File: src/hw/hpc_params.svh
// constants for the hub port configuration register group
// assumes an 8-bit register address space written by a serial slave front end
`ifndef HPC_PARAMS_SVH
`define HPC_PARAMS_SVH

// ----------------------------------------
// register offsets
// ----------------------------------------
`define HPC_LINE_PIN_SWAP_ADDR 8'hfa
`define HPC_PORT_NUMBER_REMAP_ADDR 8'hfb
`define HPC_COMMAND_AND_STATE_ADDR 8'hff
`define HPC_WP_LAST_ADDR 8'hfe

// ----------------------------------------
// field positions and reset values
// ----------------------------------------
`define HPC_SWAP_UP_BIT 0
`define HPC_SWAP_P1_BIT 1
`define HPC_SWAP_P2_BIT 2
`define HPC_SWAP_MASK 8'h07
`define HPC_CMD_ATTACH_BIT 0
`define HPC_CMD_SOFT_RESET_BIT 1
`define HPC_CMD_POWER_DOWN_BIT 2
`define HPC_REG_RESET 8'h00
`define HPC_NIB_DISABLED 4'h0
`define HPC_NIB_LOGICAL_1 4'h1
`define HPC_NIB_LOGICAL_2 4'h2
`define HPC_NUM_LINES 3

`endif

File: src/hw/hpc_pkg.sv
// types for the hub port configuration register group
// assumes hpc_params.svh is compiled alongside
package hpc_pkg;

  // one register access from the serial slave front end
  typedef struct packed {
    logic wr;
    logic rd;
    logic [7:0] addr;
    logic [7:0] wdata;
  } hpc_access_t;

  // logical number assigned to a physical downstream port
  typedef enum logic [1:0] {
    HPC_PORT_OFF = 2'h0,
    HPC_PORT_LOG1 = 2'h1,
    HPC_PORT_LOG2 = 2'h2
  } hpc_logical_t;

  // per-port line pair
  typedef struct packed {
    logic pos;
    logic neg;
  } hpc_pair_t;

endpackage : hpc_pkg

File: src/hw/hpc_line_swap.sv
// one data line pair swap cell, registered on both directions
// assumes the transceiver core and pads share core_clk_in
module hpc_line_swap (
  // clock and reset
  input wire logic core_clk_in,
  input wire logic resetn_in,
  // control
  input wire logic swap_in,
  // core side
  input wire hpc_pkg::hpc_pair_t core_tx_in,
  input wire hpc_pkg::hpc_pair_t core_oe_in,
  output hpc_pkg::hpc_pair_t core_rx_out,
  // pin side
  input wire hpc_pkg::hpc_pair_t pin_in,
  output hpc_pkg::hpc_pair_t pin_out,
  output hpc_pkg::hpc_pair_t pin_oe_out
);

  hpc_pkg::hpc_pair_t rx_reg, rx_next;
  hpc_pkg::hpc_pair_t tx_reg, tx_next;
  hpc_pkg::hpc_pair_t oe_reg, oe_next;

  always_comb begin
    // cross pairs
    if (swap_in) begin
      tx_next = '{pos: core_tx_in.neg, neg: core_tx_in.pos};
      oe_next = '{pos: core_oe_in.neg, neg: core_oe_in.pos};
      rx_next = '{pos: pin_in.neg, neg: pin_in.pos};
    end else begin
      tx_next = core_tx_in;
      oe_next = core_oe_in;
      rx_next = pin_in;
    end
  end

  always_ff @(posedge core_clk_in or negedge resetn_in) begin
    if (!resetn_in) begin
      rx_reg <= '0;
      tx_reg <= '0;
      oe_reg <= '0;
    end else begin
      rx_reg <= rx_next;
      tx_reg <= tx_next;
      oe_reg <= oe_next;
    end
  end

  assign core_rx_out = rx_reg;
  assign pin_out = tx_reg;
  assign pin_oe_out = oe_reg;

endmodule : hpc_line_swap

File: src/hw/hpc_port_config_regs.sv
// configuration register group of a two-port hub: line swap, port remap, command/state
// assumes a serial slave front end delivers one-cycle register accesses and an ack-done pulse
`include "hpc_params.svh"

// Summary of operation
// A set swap bit exchanges positive and negative line functions on that port.
// Swap bit 0 upstream, bit 1 port 1, bit 2 port 2; rest reserved.
// Upper remap nibble picks logical number of physical port 2; zero disables.
// Lower remap nibble picks logical number of physical port 1; zero disables.
// Remap nibble values 3 through 15 behave as zero, port disabled.
// Power-down bit stops serial interface after ack; write-once, pin reset clears.
// Soft reset bit resets serial interface and returns registers to defaults.
// Soft reset bit clears itself; software never clears it.
// While attach bit is zero serial config stays active, no attach signalled.
// Writing attach bit signals upstream attach; write-once, pin reset clears.
// After attach, writes to 00h-FEh are blocked except modifiable locations.
// Swap, remap and command registers reset to zero.
// Host finishes swap and remap writes before setting attach.
module hpc_port_config_regs (
  // clock and reset
  input wire logic core_clk_in,
  input wire logic resetn_in,
  // register access from serial slave
  input wire hpc_pkg::hpc_access_t access_in,
  input wire logic ack_done_in,
  output logic [7:0] rdata_out,
  output logic wr_blocked_out,
  // serial slave control
  output logic serial_link_power_down_out,
  output logic serial_link_reset_out,
  // hub status
  output logic attach_out,
  output hpc_pkg::hpc_logical_t phys1_logical_out,
  output hpc_pkg::hpc_logical_t phys2_logical_out,
  // line pairs: index 0 upstream, 1 port 1, 2 port 2
  input wire hpc_pkg::hpc_pair_t [`HPC_NUM_LINES-1:0] core_tx_in,
  input wire hpc_pkg::hpc_pair_t [`HPC_NUM_LINES-1:0] core_oe_in,
  output hpc_pkg::hpc_pair_t [`HPC_NUM_LINES-1:0] core_rx_out,
  input wire hpc_pkg::hpc_pair_t [`HPC_NUM_LINES-1:0] pin_in,
  output hpc_pkg::hpc_pair_t [`HPC_NUM_LINES-1:0] pin_out,
  output hpc_pkg::hpc_pair_t [`HPC_NUM_LINES-1:0] pin_oe_out
);

  // ----------------------------------------
  // decode helper
  // ----------------------------------------
  // reserved codes fold to off
  function automatic hpc_pkg::hpc_logical_t hpc_map_nibble(input logic [3:0] nib);
    hpc_pkg::hpc_logical_t res;
    res = hpc_pkg::HPC_PORT_OFF;
    if (nib == `HPC_NIB_LOGICAL_1) begin
      res = hpc_pkg::HPC_PORT_LOG1;
    end else if (nib == `HPC_NIB_LOGICAL_2) begin
      res = hpc_pkg::HPC_PORT_LOG2;
    end
    return res;
  endfunction : hpc_map_nibble

  // ----------------------------------------
  // register state
  // ----------------------------------------
  logic [7:0] swap_reg, swap_next;
  logic [7:0] remap_reg, remap_next;
  logic attach_reg, attach_next;
  logic pd_pend_reg, pd_pend_next;
  logic pd_reg, pd_next;
  logic srst_reg, srst_next;
  logic [7:0] rdata_reg, rdata_next;
  logic blocked_reg, blocked_next;
  hpc_pkg::hpc_logical_t p1_reg, p1_next;
  hpc_pkg::hpc_logical_t p2_reg, p2_next;

  logic wr_ok;
  logic wr_prot;
  logic [7:0] cmd_view;

  always_comb begin
    // protect 00h-fe after attach; command/state stays writable
    wr_prot = attach_reg && (access_in.addr <= `HPC_WP_LAST_ADDR);
    // interface powered down ignores all traffic
    wr_ok = access_in.wr && !wr_prot && !pd_reg;
    cmd_view = {5'h00, pd_pend_reg | pd_reg, srst_reg, attach_reg};

    swap_next = swap_reg;
    remap_next = remap_reg;
    attach_next = attach_reg;
    pd_pend_next = pd_pend_reg;
    pd_next = pd_reg;
    // self clearing pulse
    srst_next = 1'b0;
    blocked_next = access_in.wr && (wr_prot || pd_reg);
    rdata_next = rdata_reg;

    if (srst_reg) begin
      // registers back to defaults; write-once bits kept for pin reset only
      swap_next = `HPC_REG_RESET;
      remap_next = `HPC_REG_RESET;
    end else if (wr_ok) begin
      unique case (access_in.addr)
        `HPC_LINE_PIN_SWAP_ADDR: begin
          // reserved swap bits hold zero
          swap_next = access_in.wdata & `HPC_SWAP_MASK;
        end
        `HPC_PORT_NUMBER_REMAP_ADDR: begin
          remap_next = access_in.wdata;
        end
        `HPC_COMMAND_AND_STATE_ADDR: begin
          // write-once attach
          if (access_in.wdata[`HPC_CMD_ATTACH_BIT]) begin
            attach_next = 1'b1;
          end
          // power down armed, acted on after ack
          if (access_in.wdata[`HPC_CMD_POWER_DOWN_BIT]) begin
            pd_pend_next = 1'b1;
          end
          // soft reset request
          if (access_in.wdata[`HPC_CMD_SOFT_RESET_BIT]) begin
            srst_next = 1'b1;
          end
        end
        default: begin
        end
      endcase
    end

    // take effect only once the ack has completed
    if (pd_pend_reg && ack_done_in) begin
      pd_next = 1'b1;
    end

    if (access_in.rd && !pd_reg) begin
      unique case (access_in.addr)
        `HPC_LINE_PIN_SWAP_ADDR: rdata_next = swap_reg;
        `HPC_PORT_NUMBER_REMAP_ADDR: rdata_next = remap_reg;
        `HPC_COMMAND_AND_STATE_ADDR: rdata_next = cmd_view;
        default: rdata_next = 8'h00;
      endcase
    end

    // physical port 2 from upper nibble
    p2_next = hpc_map_nibble(remap_next[7:4]);
    // physical port 1 from lower nibble
    p1_next = hpc_map_nibble(remap_next[3:0]);
  end

  always_ff @(posedge core_clk_in or negedge resetn_in) begin
    if (!resetn_in) begin
      // all zero after pin reset
      swap_reg <= `HPC_REG_RESET;
      remap_reg <= `HPC_REG_RESET;
      attach_reg <= 1'b0;
      pd_pend_reg <= 1'b0;
      pd_reg <= 1'b0;
      srst_reg <= 1'b0;
      rdata_reg <= 8'h00;
      blocked_reg <= 1'b0;
      p1_reg <= hpc_pkg::HPC_PORT_OFF;
      p2_reg <= hpc_pkg::HPC_PORT_OFF;
    end else begin
      swap_reg <= swap_next;
      remap_reg <= remap_next;
      attach_reg <= attach_next;
      pd_pend_reg <= pd_pend_next;
      pd_reg <= pd_next;
      srst_reg <= srst_next;
      rdata_reg <= rdata_next;
      blocked_reg <= blocked_next;
      p1_reg <= p1_next;
      p2_reg <= p2_next;
    end
  end

  assign rdata_out = rdata_reg;
  assign wr_blocked_out = blocked_reg;
  assign serial_link_power_down_out = pd_reg;
  assign serial_link_reset_out = srst_reg;
  // no attach signalled until the bit is set
  assign attach_out = attach_reg;
  assign phys1_logical_out = p1_reg;
  assign phys2_logical_out = p2_reg;

  // ----------------------------------------
  // line swap cells
  // ----------------------------------------
  // swap bit index equals line index
  for (genvar i = 0; i < `HPC_NUM_LINES; i++) begin : g_line
    hpc_line_swap u_swap (
      .core_clk_in(core_clk_in),
      .resetn_in(resetn_in),
      .swap_in(swap_reg[i]),
      .core_tx_in(core_tx_in[i]),
      .core_oe_in(core_oe_in[i]),
      .core_rx_out(core_rx_out[i]),
      .pin_in(pin_in[i]),
      .pin_out(pin_out[i]),
      .pin_oe_out(pin_oe_out[i])
    );
  end

endmodule : hpc_port_config_regs

File: config.mk
export PLATFORM = sky130hd
export DESIGN_NAME = hpc_port_config_regs
export DESIGN_NICKNAME = d
export VERILOG_FILES = /design/src/hw/hpc_pkg.sv /design/src/hw/hpc_line_swap.sv /design/src/hw/hpc_port_config_regs.sv
export VERILOG_INCLUDE_DIRS = /design/src /design/src/hw
export SDC_FILE = /design/constraint.sdc
export NUM_CORES = 1
export LEC_CHECK = 0
export ABC_AREA = 0
export BUFFER_PORTS_ARGS = -buffer_cell sky130_fd_sc_hd__buf_2
export CORE_MARGIN = 3
export CORE_UTILIZATION = 30
export CTS_CLUSTER_SIZE = 8
export DETAILED_ROUTE_END_ITERATION = 6
export HOLD_SLACK_MARGIN = 0.1
export MAX_ROUTING_LAYER = met4
export PLACE_DENSITY_LB_ADDON = 0.25
export RECOVER_POWER = 25
export SLEW_MARGIN = 15
export SYNTH_ARGS = -nofsm -noshare
export SYNTH_HDL_FRONTEND = slang
export SYNTH_SLANG_ARGS = --single-unit
export TNS_END_PERCENT = 100
File: constraint.sdc
create_clock -name core_clk_in -period 2.2 [get_ports core_clk_in]
set_input_delay 0.11 -clock core_clk_in [delete_from_list [all_inputs] [get_ports core_clk_in]]
set_output_delay 0.11 -clock core_clk_in [all_outputs]
set_load 0.02 [all_outputs]
==> metrics.txt, run 1 <==
# IOs=73; required time worst endpoint=2.42 ns; critical path's top delay family=simple AND/OR/NAND/NOR gates; Pleak=1.398 nW; fin nets=315; CP cell instances=or4b_1 > nor3_4 > mux2i_1; Mapped Area=2024 um2; fraction of layout cells with a size suffix above 1=36.10%; Avg Inst Size Synth=12.12 um2; Area contributors post-synth=dfrtp_1 (57%), mux2_2 (10%), mux2i_1 (6.4%); global router's overall resource usage=14.65%; global-route wire length before repair=8549 um; WL final=5130 um; sw power=0.5150 mW; setup TNS=0 ns; P&R area growth vs syn=44.13%; Die Y=88.15 um; crit path DAT=2.16 ns; VDD IR max=319.5 uV; largest net degree at the start of global routing=19; hold slack=0.1207 ns; top_reg_cell synth=dfrtp_1; CP Buf/Inv Count=0; cell taking the most area after synthesis=dfrtp_1; CTS root buf=clkbuf_8; worst setup path class=reg -> reg; clock share of power=32.2%; initial antenna violation count=0; number of flops mapped to enable cells by yosys=0; Clk Latency, worst-skew pair=0.29 ns; CTS tree=built; # rows=29; post-CTS setup buffers=0; clk_skew=0.007794 ns; crit path launch type=register; Max Freq=517.1 MHz; Synth top area share=56.86%; number of standard cells after synthesis=167; Seq pwr share=49.2%; Slew headroom=34.36%; DRC Markers=0; H-tree Lvls=2; most frequent cells in the layout=buf_2 (70), dfrtp_1 (46), dlygate4sd3_1 (36); post-CTS sizing=0; WL/cell=14.49 um; Switching Share=26.66%; Slowest cell on crit path=or4b_1; Remaining Overflow, GRT=0; die area=7770 um2; final setup vio count=0; Synth Warn #=0; diode count=0; register bit count reported by yosys=46; Port Buffer Count=72; vias in the first global route=1,789; power per cell area=661.9 nW/um2; sequential share of the synthesized area=56.86%; Initial Utilization=31.34%; core area=6459 um2; crit path capture type=register; HPWL Detailed=3704 um; clk buf depth=2; number of routed nets with antenna violations=0; RSZ-0062 raised after global routing=no; routability congestion estimate from global placement=0.7998; Final Hold Violating Endpoints=0; TritonCTS buffer count=5; max-cap violations=0; hold crit path type=in -> reg; FFs w/ async S/R, synth=100.0%; Clock Sinks=46; FF/Latch Area=1151 um2; quantity of hold-fixing buffers added after cts=35; total iterations of the first detailed-routing run=4; distinct cell type count after synthesis=31; fin crit period=1.934 ns; slew at the pin closest to its max-slew limit=0.9845 ns; commonest non-fill, non-tap cell in the layout=buf_2; Vias=1,673; violation count after the first detailed-routing iteration=46; internal power=1.416 mW; Worst-path clk slew=0.09 ns; FILL cells=624; status=finished, final reports clean; CP max stage delay=0.66 ns; detailed-route vias per instance=4.726; die width=88.15 um; CP Max Fanout=9; Final period util=87.90%; Slew Limit Fails=0; Logic pwr share=18.7%; Syn Nets=206; area of the multi-input gates=819.5 um2
-- final timing paths --
check,startpoint,to,slack [ns],cells after the start
worst max-delay path,serial_link_power_down_out$_DFFE_PN0P_,phys1_logical_out[0]$_DFF_PN0_,0.27,3
worst min-delay path,access_in[1],serial_link_reset_out$_DFF_PN0_,0.12,2
worst max register to register,serial_link_power_down_out$_DFFE_PN0P_,phys1_logical_out[0]$_DFF_PN0_,0.27,3
worst min register to register,rdata_out[4]$_DFFE_PN0P_,rdata_out[4]$_DFFE_PN0P_,0.48,2
max in group asynchronous,resetn_in,g_line[2].u_swap.core_rx_out[1]$_DFF_PN0_,0.56,3
min in group asynchronous,resetn_in,rdata_out[7]$_DFFE_PN0P_,0.49,2
-- area by class of cell --
type | count | area share, %
multi-input cells | 111 | 28.09
clock inverters | 2 | 1.286
well taps | 77 | 3.302
flip-flops and latches | 46 | 39.45
clock buffers | 6 | 2.487
inverters | 1 | 0.1286
repair buffers | 111 | 25.26
-- cell usage after synthesis, types with 2 or more instances --
cell	instances
nand3_1	3
nand4_1	6
a22o_1	3
buf_6	2
and4_1	2
o21ai_0	4
a21oi_1	5
nand3b_1	7
mux2_2	18
nor3_1	5
mux2i_1	13
or4_1	2
nand2b_1	3
a41o_1	2
dfrtp_1	46
o21ai_1	5
clkbuf_1	6
nand2_1	18
o31ai_1	5
-- cells by family (layout without fill, tap and decap cells) --
family,count (synthesis),after routing,synth area share (%)
DFF,46,46,56.86
buffers and inverters,10,120,2.657
and+or+nand+nor,54,54,15.70
AOI/OAI and AO/OA,26,26,8.344
muxes,31,31,16.44
-- per-stage QoR --
step                      worst slack, ns  util (%)  power (mW)  instance area (um2)  instances
after floorplan                    0.2865         -       1.138                 2024        167
after global placement             0.3191     37.99       1.271                 2454        310
after detailed placement           0.2727     37.99       1.274                 2454        310
after CTS                          0.2572     45.12       1.964                 2914        353
after global routing               0.1724     45.18       2.049                 2918        354
final                              0.2663     45.18       1.931                 2918        354
-- metal layers --
metal / vias to the layer above / wire [um] / GRT usage [%]
li1: 828 / - / -
met1: 783 / 2417 / 18.99
met2: 58 / 2389 / 23.42
met3: 4 / 251 / 2.822
met4: 0 / 71 / 4.121
met5: - / 0 / -
-- power groups by stage --
stage	logic, mW	registers, mW	clock network (mW)
floorplan	0.133	1.01	0
global placement	0.306	0.965	0
detailed placement	0.307	0.967	0
CTS	0.363	0.950	0.651
global route	0.397	0.962	0.690
finish	0.361	0.949	0.621
Power figures use the tool's default switching activity.
==> run 2: changes to the inputs <==
==> constraint.sdc (replaced) <==
create_clock -name core_clk_in -period 2.2 [get_ports core_clk_in]
set_input_delay 0.22 -clock core_clk_in [delete_from_list [all_inputs] [get_ports core_clk_in]]
set_output_delay 0.22 -clock core_clk_in [all_outputs]
set_load 0.02 [all_outputs]
==> metrics.txt, run 2 (synthesis gave the netlist of run 1 again) <==
CTS tree=built (unchanged); total iterations of the first detailed-routing run=3 (was 4); DRC Markers=0 (unchanged); power per cell area=689.9 nW/um2 (was 661.9 nW/um2); Final Hold Violating Endpoints=0 (unchanged); CP max stage delay=0.68 ns (was 0.66 ns); core area=6459 um2 (unchanged); detailed-route vias per instance=4.962 (was 4.726); CP Max Fanout=9 (unchanged); P&R area growth vs syn=25.28% (was 44.13%); fin nets=280 (was 315); WL/cell=15.42 um (was 14.49 um); CTS root buf=clkbuf_8 (unchanged); sink of the worst hold path=serial_link_power_down_out$_DFFE_PN0P_ (was serial_link_reset_out$_DFF_PN0_); HPWL Detailed=3748 um (was 3704 um); Port Buffer Count=72 (unchanged); max-cap violations=0 (unchanged); Pleak=1.240 nW (was 1.398 nW); status=finished, final reports clean (unchanged); vias in the first global route=1,596 (was 1,789); FF-to-FF Start=serial_link_power_down_out$_DFFE_PN0P_ (unchanged); Clk Latency, worst-skew pair=0.30 ns (was 0.29 ns); WL final=4904 um (was 5130 um); crit path DAT=2.21 ns (was 2.16 ns); slew at the pin closest to its max-slew limit=0.7822 ns (was 0.9845 ns); Remaining Overflow, GRT=0 (unchanged); Slew headroom=47.85% (was 34.36%); crit path capture type=register (unchanged); Max Freq=502.8 MHz (was 517.1 MHz); Worst-path clk slew=0.09 ns (about the same); fraction of layout cells with a size suffix above 1=41.49% (was 36.10%); die width=88.15 um (unchanged); worst hold start=ack_done_in (was access_in[1]); die area=7770 um2 (unchanged); R2R Path End=remap_reg[2]$_DFF_PN0_ (was phys1_logical_out[0]$_DFF_PN0_); global-route wire length before repair=8086 um (was 8549 um); critical path's top delay family=simple AND/OR/NAND/NOR gates (unchanged); clk buf depth=2 (unchanged); Slew Limit Fails=0 (unchanged); commonest non-fill, non-tap cell in the layout=buf_2 (unchanged); largest net degree at the start of global routing=24 (was 19); violation count after the first detailed-routing iteration=62 (was 46); crit path launch type=register (unchanged); most frequent cells in the layout=buf_2 (71), dfrtp_1 (46), mux2_2 (18), nand2_1 (18), mux2i_1 (13) (was buf_2 (70), dfrtp_1 (46), dlygate4sd3_1 (36)); R2R Setup Slk=0.21 ns (was 0.27 ns); H-tree Lvls=2 (unchanged); Final period util=90.40% (was 87.90%); global router's overall resource usage=14.08% (was 14.65%); number of routed nets with antenna violations=0 (unchanged); Die Y=88.15 um (unchanged); Vias=1,578 (was 1,673); initial antenna violation count=0 (unchanged); routability congestion estimate from global placement=0.7878 (was 0.7998); Clock Sinks=46 (unchanged); VDD IR max=291.0 uV (was 319.5 uV); Hold Path Stages=2 (unchanged); RSZ-0062 raised after global routing=no (unchanged); Initial Utilization=31.34% (unchanged); worst setup path class=reg -> reg (unchanged); setup TNS=0 ns (unchanged); TritonCTS buffer count=5 (unchanged); CP Buf/Inv Count=0 (unchanged); required time worst endpoint=2.42 ns (about the same); fin crit period=1.989 ns (was 1.934 ns); final setup vio count=0 (unchanged); # IOs=73 (unchanged); clk_skew=0.01275 ns (was 0.007794 ns); Slowest cell on crit path=or4b_1 (unchanged); fin util=39.27% (was 45.18%); # rows=29 (unchanged); Worst Reg2Reg Path Length in Cells=3 (unchanged); diode count=0 (unchanged); hold crit path type=in -> reg (unchanged); CP cell instances=or4b_1 > nor3_4 > mux2i_1 (unchanged)
## run 2: cell types whose count changed in the layout (fill, tap and decap cells not counted), sizes merged
| cell | change |
|---|---|
| dlygate4sd3 | -35 |
| bufinv | -1 |
## run 2: power breakdown
part           leakage, nW  switching, mW  internal (mW)
clock               0.0373          0.277          0.218
sequential           0.568         0.0487          0.902
combinational        0.634          0.177          0.127
## run 2: timing repair
item                      4_1_cts  5_1_grt
gates resized for setup         0        0
setup buffers                   0        0
hold buffers                    1        0
hold endpoints to repair       17        0
## run 2: worst max path at each step
stage / start / end / slack [ns] / depth (start not counted)
4_1_cts: serial_link_power_down_out$_DFFE_PN0P_ / phys2_logical_out[0]$_DFF_PN0_ / 0.22 / 3
2_1_floorplan: attach_out$_DFFE_PN0P_ / swap_reg[0]$_DFFE_PN0P_ / 0.29 / 5
3_5_place_dp: serial_link_power_down_out$_DFFE_PN0P_ / phys1_logical_out[1]$_DFF_PN0_ / 0.25 / 3
3_3_place_gp: serial_link_power_down_out$_DFFE_PN0P_ / phys1_logical_out[1]$_DFF_PN0_ / 0.32 / 3
5_1_grt: serial_link_power_down_out$_DFFE_PN0P_ / phys1_logical_out[0]$_DFF_PN0_ / 0.12 / 3
6_report: serial_link_power_down_out$_DFFE_PN0P_ / remap_reg[2]$_DFF_PN0_ / 0.21 / 3
## run 2: per-layer routing
| metal | up-vias | GRT usage (%) | routed length, um | part of all wire (%) |
|---|---|---|---|---|
| met1 | 758 | 18.69 | 2303 | 47 |
| met5 | - | - | 0 | 0 |
| met3 | 7 | 2.916 | 270 | 5.5 |
| met4 | 0 | 4.945 | 82 | 1.7 |
| li1 | 761 | - | - | - |
| met2 | 52 | 21.37 | 2248 | 46 |
## run 2: metrics by stage
stage	hold slack, ns	area [um2]	cells	power (mW)	setup WS [ns]
detailed placement	0.1049	2454	310	1.275	0.2525
floorplan	-0.07559	2024	167	1.138	0.2865
finish	0.1105	2536	318	1.750	0.2112
CTS	0.1024	2544	318	1.786	0.2167
global placement	0.1057	2454	310	1.273	0.3226
global route	0.1093	2536	318	1.854	0.1250
## run 2: layout make-up
class	instances	area, um2
fillers	669	3923
flip-flops and latches	46	1151
multi-input cells	111	819.5
repair buffers	76	385.4
well taps	77	96.34
clock buffers	6	72.57
clock inverters	1	7.507
inverters	1	3.754
==> run 3: changes to the inputs <==
HOLD_SLACK_MARGIN = 0.08   (was 0.1)
MAX_ROUTING_LAYER = unset   (was met4)
==> metrics.txt, run 3 (synthesis gave the netlist of run 1 again) <==
WL final=4886 um (was 4904 um); crit path DAT=2.19 ns (was 2.21 ns); number of routed nets with antenna violations=0 (unchanged); total iterations of the first detailed-routing run=4 (was 3); CTS tree=built (unchanged); internal power=1.248 mW (about the same); Worst-path clk slew=0.09 ns (about the same); Initial Utilization=31.34% (unchanged); routability congestion estimate from global placement=0.7771 (was 0.7878); Non-Filler Instances=318 (unchanged); pre-CTS WS=0.2525 ns (unchanged); # IOs=73 (unchanged); total power=1.748 mW (was 1.750 mW); slew at the pin closest to its max-slew limit=0.7822 ns (about the same); post-CTS setup buffers=0 (unchanged); critical path's top delay family=simple AND/OR/NAND/NOR gates (unchanged); worst setup path class=reg -> reg (unchanged); die area=7770 um2 (unchanged); violation count after the first detailed-routing iteration=65 (was 62); clk_skew=0.01410 ns (was 0.01275 ns); CP max stage delay=0.67 ns (was 0.68 ns); VDD IR max=293.1 uV (was 291.0 uV); HPWL Detailed=3748 um (unchanged); die width=88.15 um (unchanged); WL/cell=15.36 um (was 15.42 um); power per cell area=689.2 nW/um2 (was 689.9 nW/um2); worst setup margin=0.2292 ns (was 0.2112 ns); Logic pwr share=17.3% (was 17.4%); final setup vio count=0 (unchanged); sw power=0.5001 mW (was 0.5019 mW); Die Y=88.15 um (unchanged); max-cap violations=0 (unchanged); fin nets=280 (unchanged); global-route wire length before repair=8100 um (was 8086 um); fraction of layout cells with a size suffix above 1=41.49% (unchanged); status=finished, final reports clean (unchanged); CP Buf/Inv Count=0 (unchanged); FILL cells=669 (unchanged); clock share of power=28.3% (about the same); Slowest cell on crit path=or4b_1 (unchanged); # rows=29 (unchanged); Clk Latency, worst-skew pair=0.30 ns (about the same); CTS root buf=clkbuf_8 (unchanged); CP cell instances=or4b_1 > nor3_4 > mux2i_1 (unchanged); Max Freq=507.4 MHz (was 502.8 MHz); crit path capture type=register (unchanged); TritonCTS buffer count=5 (unchanged); dpl cells=310 (unchanged); Slew headroom=47.85% (about the same); detailed-route vias per instance=4.921 (was 4.962); global router's overall resource usage=13.67% (was 14.08%); Final period util=89.58% (was 90.40%); Switching Share=28.61% (was 28.69%); largest net degree at the start of global routing=24 (unchanged); fin crit period=1.971 ns (was 1.989 ns); clk buf depth=2 (unchanged); P&R area growth vs syn=25.28% (unchanged); Port Buffer Count=72 (unchanged); Final Hold Violating Endpoints=0 (unchanged); setup TNS=0 ns (unchanged); most frequent cells in the layout=buf_2 (71), dfrtp_1 (46), mux2_2 (18), nand2_1 (18), mux2i_1 (13) (unchanged); Slew Limit Fails=0 (unchanged); Pleak=1.240 nW (unchanged); CP Max Fanout=9 (unchanged); initial antenna violation count=0 (unchanged); core area=6459 um2 (unchanged); required time worst endpoint=2.42 ns (about the same); Remaining Overflow, GRT=0 (unchanged); vias in the first global route=1,598 (was 1,596); RSZ-0062 raised after global routing=no (unchanged); Vias=1,565 (was 1,578); R2R Setup Slk=0.23 ns (was 0.21 ns); crit path launch type=register (unchanged); diode count=0 (unchanged); Seq pwr share=54.3% (about the same); H-tree Lvls=2 (unchanged); commonest non-fill, non-tap cell in the layout=buf_2 (unchanged); Clock Sinks=46 (unchanged); hold crit path type=in -> reg (unchanged); DRC Markers=0 (unchanged)
==> run 3: final timing paths <==
kind                                                        start                                endpoint  depth (start not counted)
hold reg to reg                          rdata_out[5]$_DFFE_PN0P_                rdata_out[5]$_DFFE_PN0P_                          2
max in group asynchronous                               resetn_in   g_line[0].u_swap.pin_out[1]$_DFF_PN0_                          3
hold / removal                                        ack_done_in  serial_link_power_down_out$_DFFE_PN0P_                          2
setup / recovery           serial_link_power_down_out$_DFFE_PN0P_                  remap_reg[2]$_DFF_PN0_                          3
min in group asynchronous                               resetn_in                  remap_reg[7]$_DFF_PN0_                          2
setup reg to reg           serial_link_power_down_out$_DFFE_PN0P_                  remap_reg[2]$_DFF_PN0_                          3
==> run 3: per-layer routing <==
metal / track usage [%] / vias to the layer above / part of all wire (%)
met5: 0 / - / 0
met4: 4.945 / 0 / 1.7
met3: 3.387 / 6 / 6.2
met2: 21.44 / 54 / 46
met1: 18.39 / 742 / 46
li1: - / 763 / -
==> run 3: power by group through the flow <==
stage               Combinational [mW]  Clock (mW)  Sequential [mW]
floorplan                        0.133           0             1.01
finish                           0.303       0.495            0.950
global placement                 0.308           0            0.965
detailed placement               0.308           0            0.968
global route                     0.338       0.558            0.959
CTS                              0.311       0.524            0.951
==> run 3: area by class of cell <==
| type | instances | area, um2 | area share, % |
|---|---|---|---|
| clock buffers | 6 | 72.57 | 2.861 |
| clock inverters | 1 | 7.507 | 0.2960 |
| inverters | 1 | 3.754 | 0.1480 |
| multi-input cells | 111 | 819.5 | 32.31 |
| flip-flops and latches | 46 | 1151 | 45.39 |
| well taps | 77 | 96.34 | 3.799 |
| repair buffers | 76 | 385.4 | 15.19 |
==> run 3: stage by stage <==
stage / util [%] / hold WS, ns / area [um2]
after global placement: 37.99 / 0.1057 / 2454
after global routing: 39.27 / 0.1093 / 2536
after detailed placement: 37.99 / 0.1049 / 2454
after floorplan: - / -0.07559 / 2024
final: 39.27 / 0.1097 / 2536
after CTS: 39.38 / 0.1024 / 2544
==> run 3: timing repair <==
action	in CTS	in global routing
endpoints found under the hold margin	8	0
hold buffers	1	0
gates resized for setup	0	0
==> run 3: worst reg2reg max path: stages (launching register included) <==
cell and delay, ns:
dfrtp_1 0.47, or4b_1 0.67, nor3_4 0.48, mux2i_1 0.27
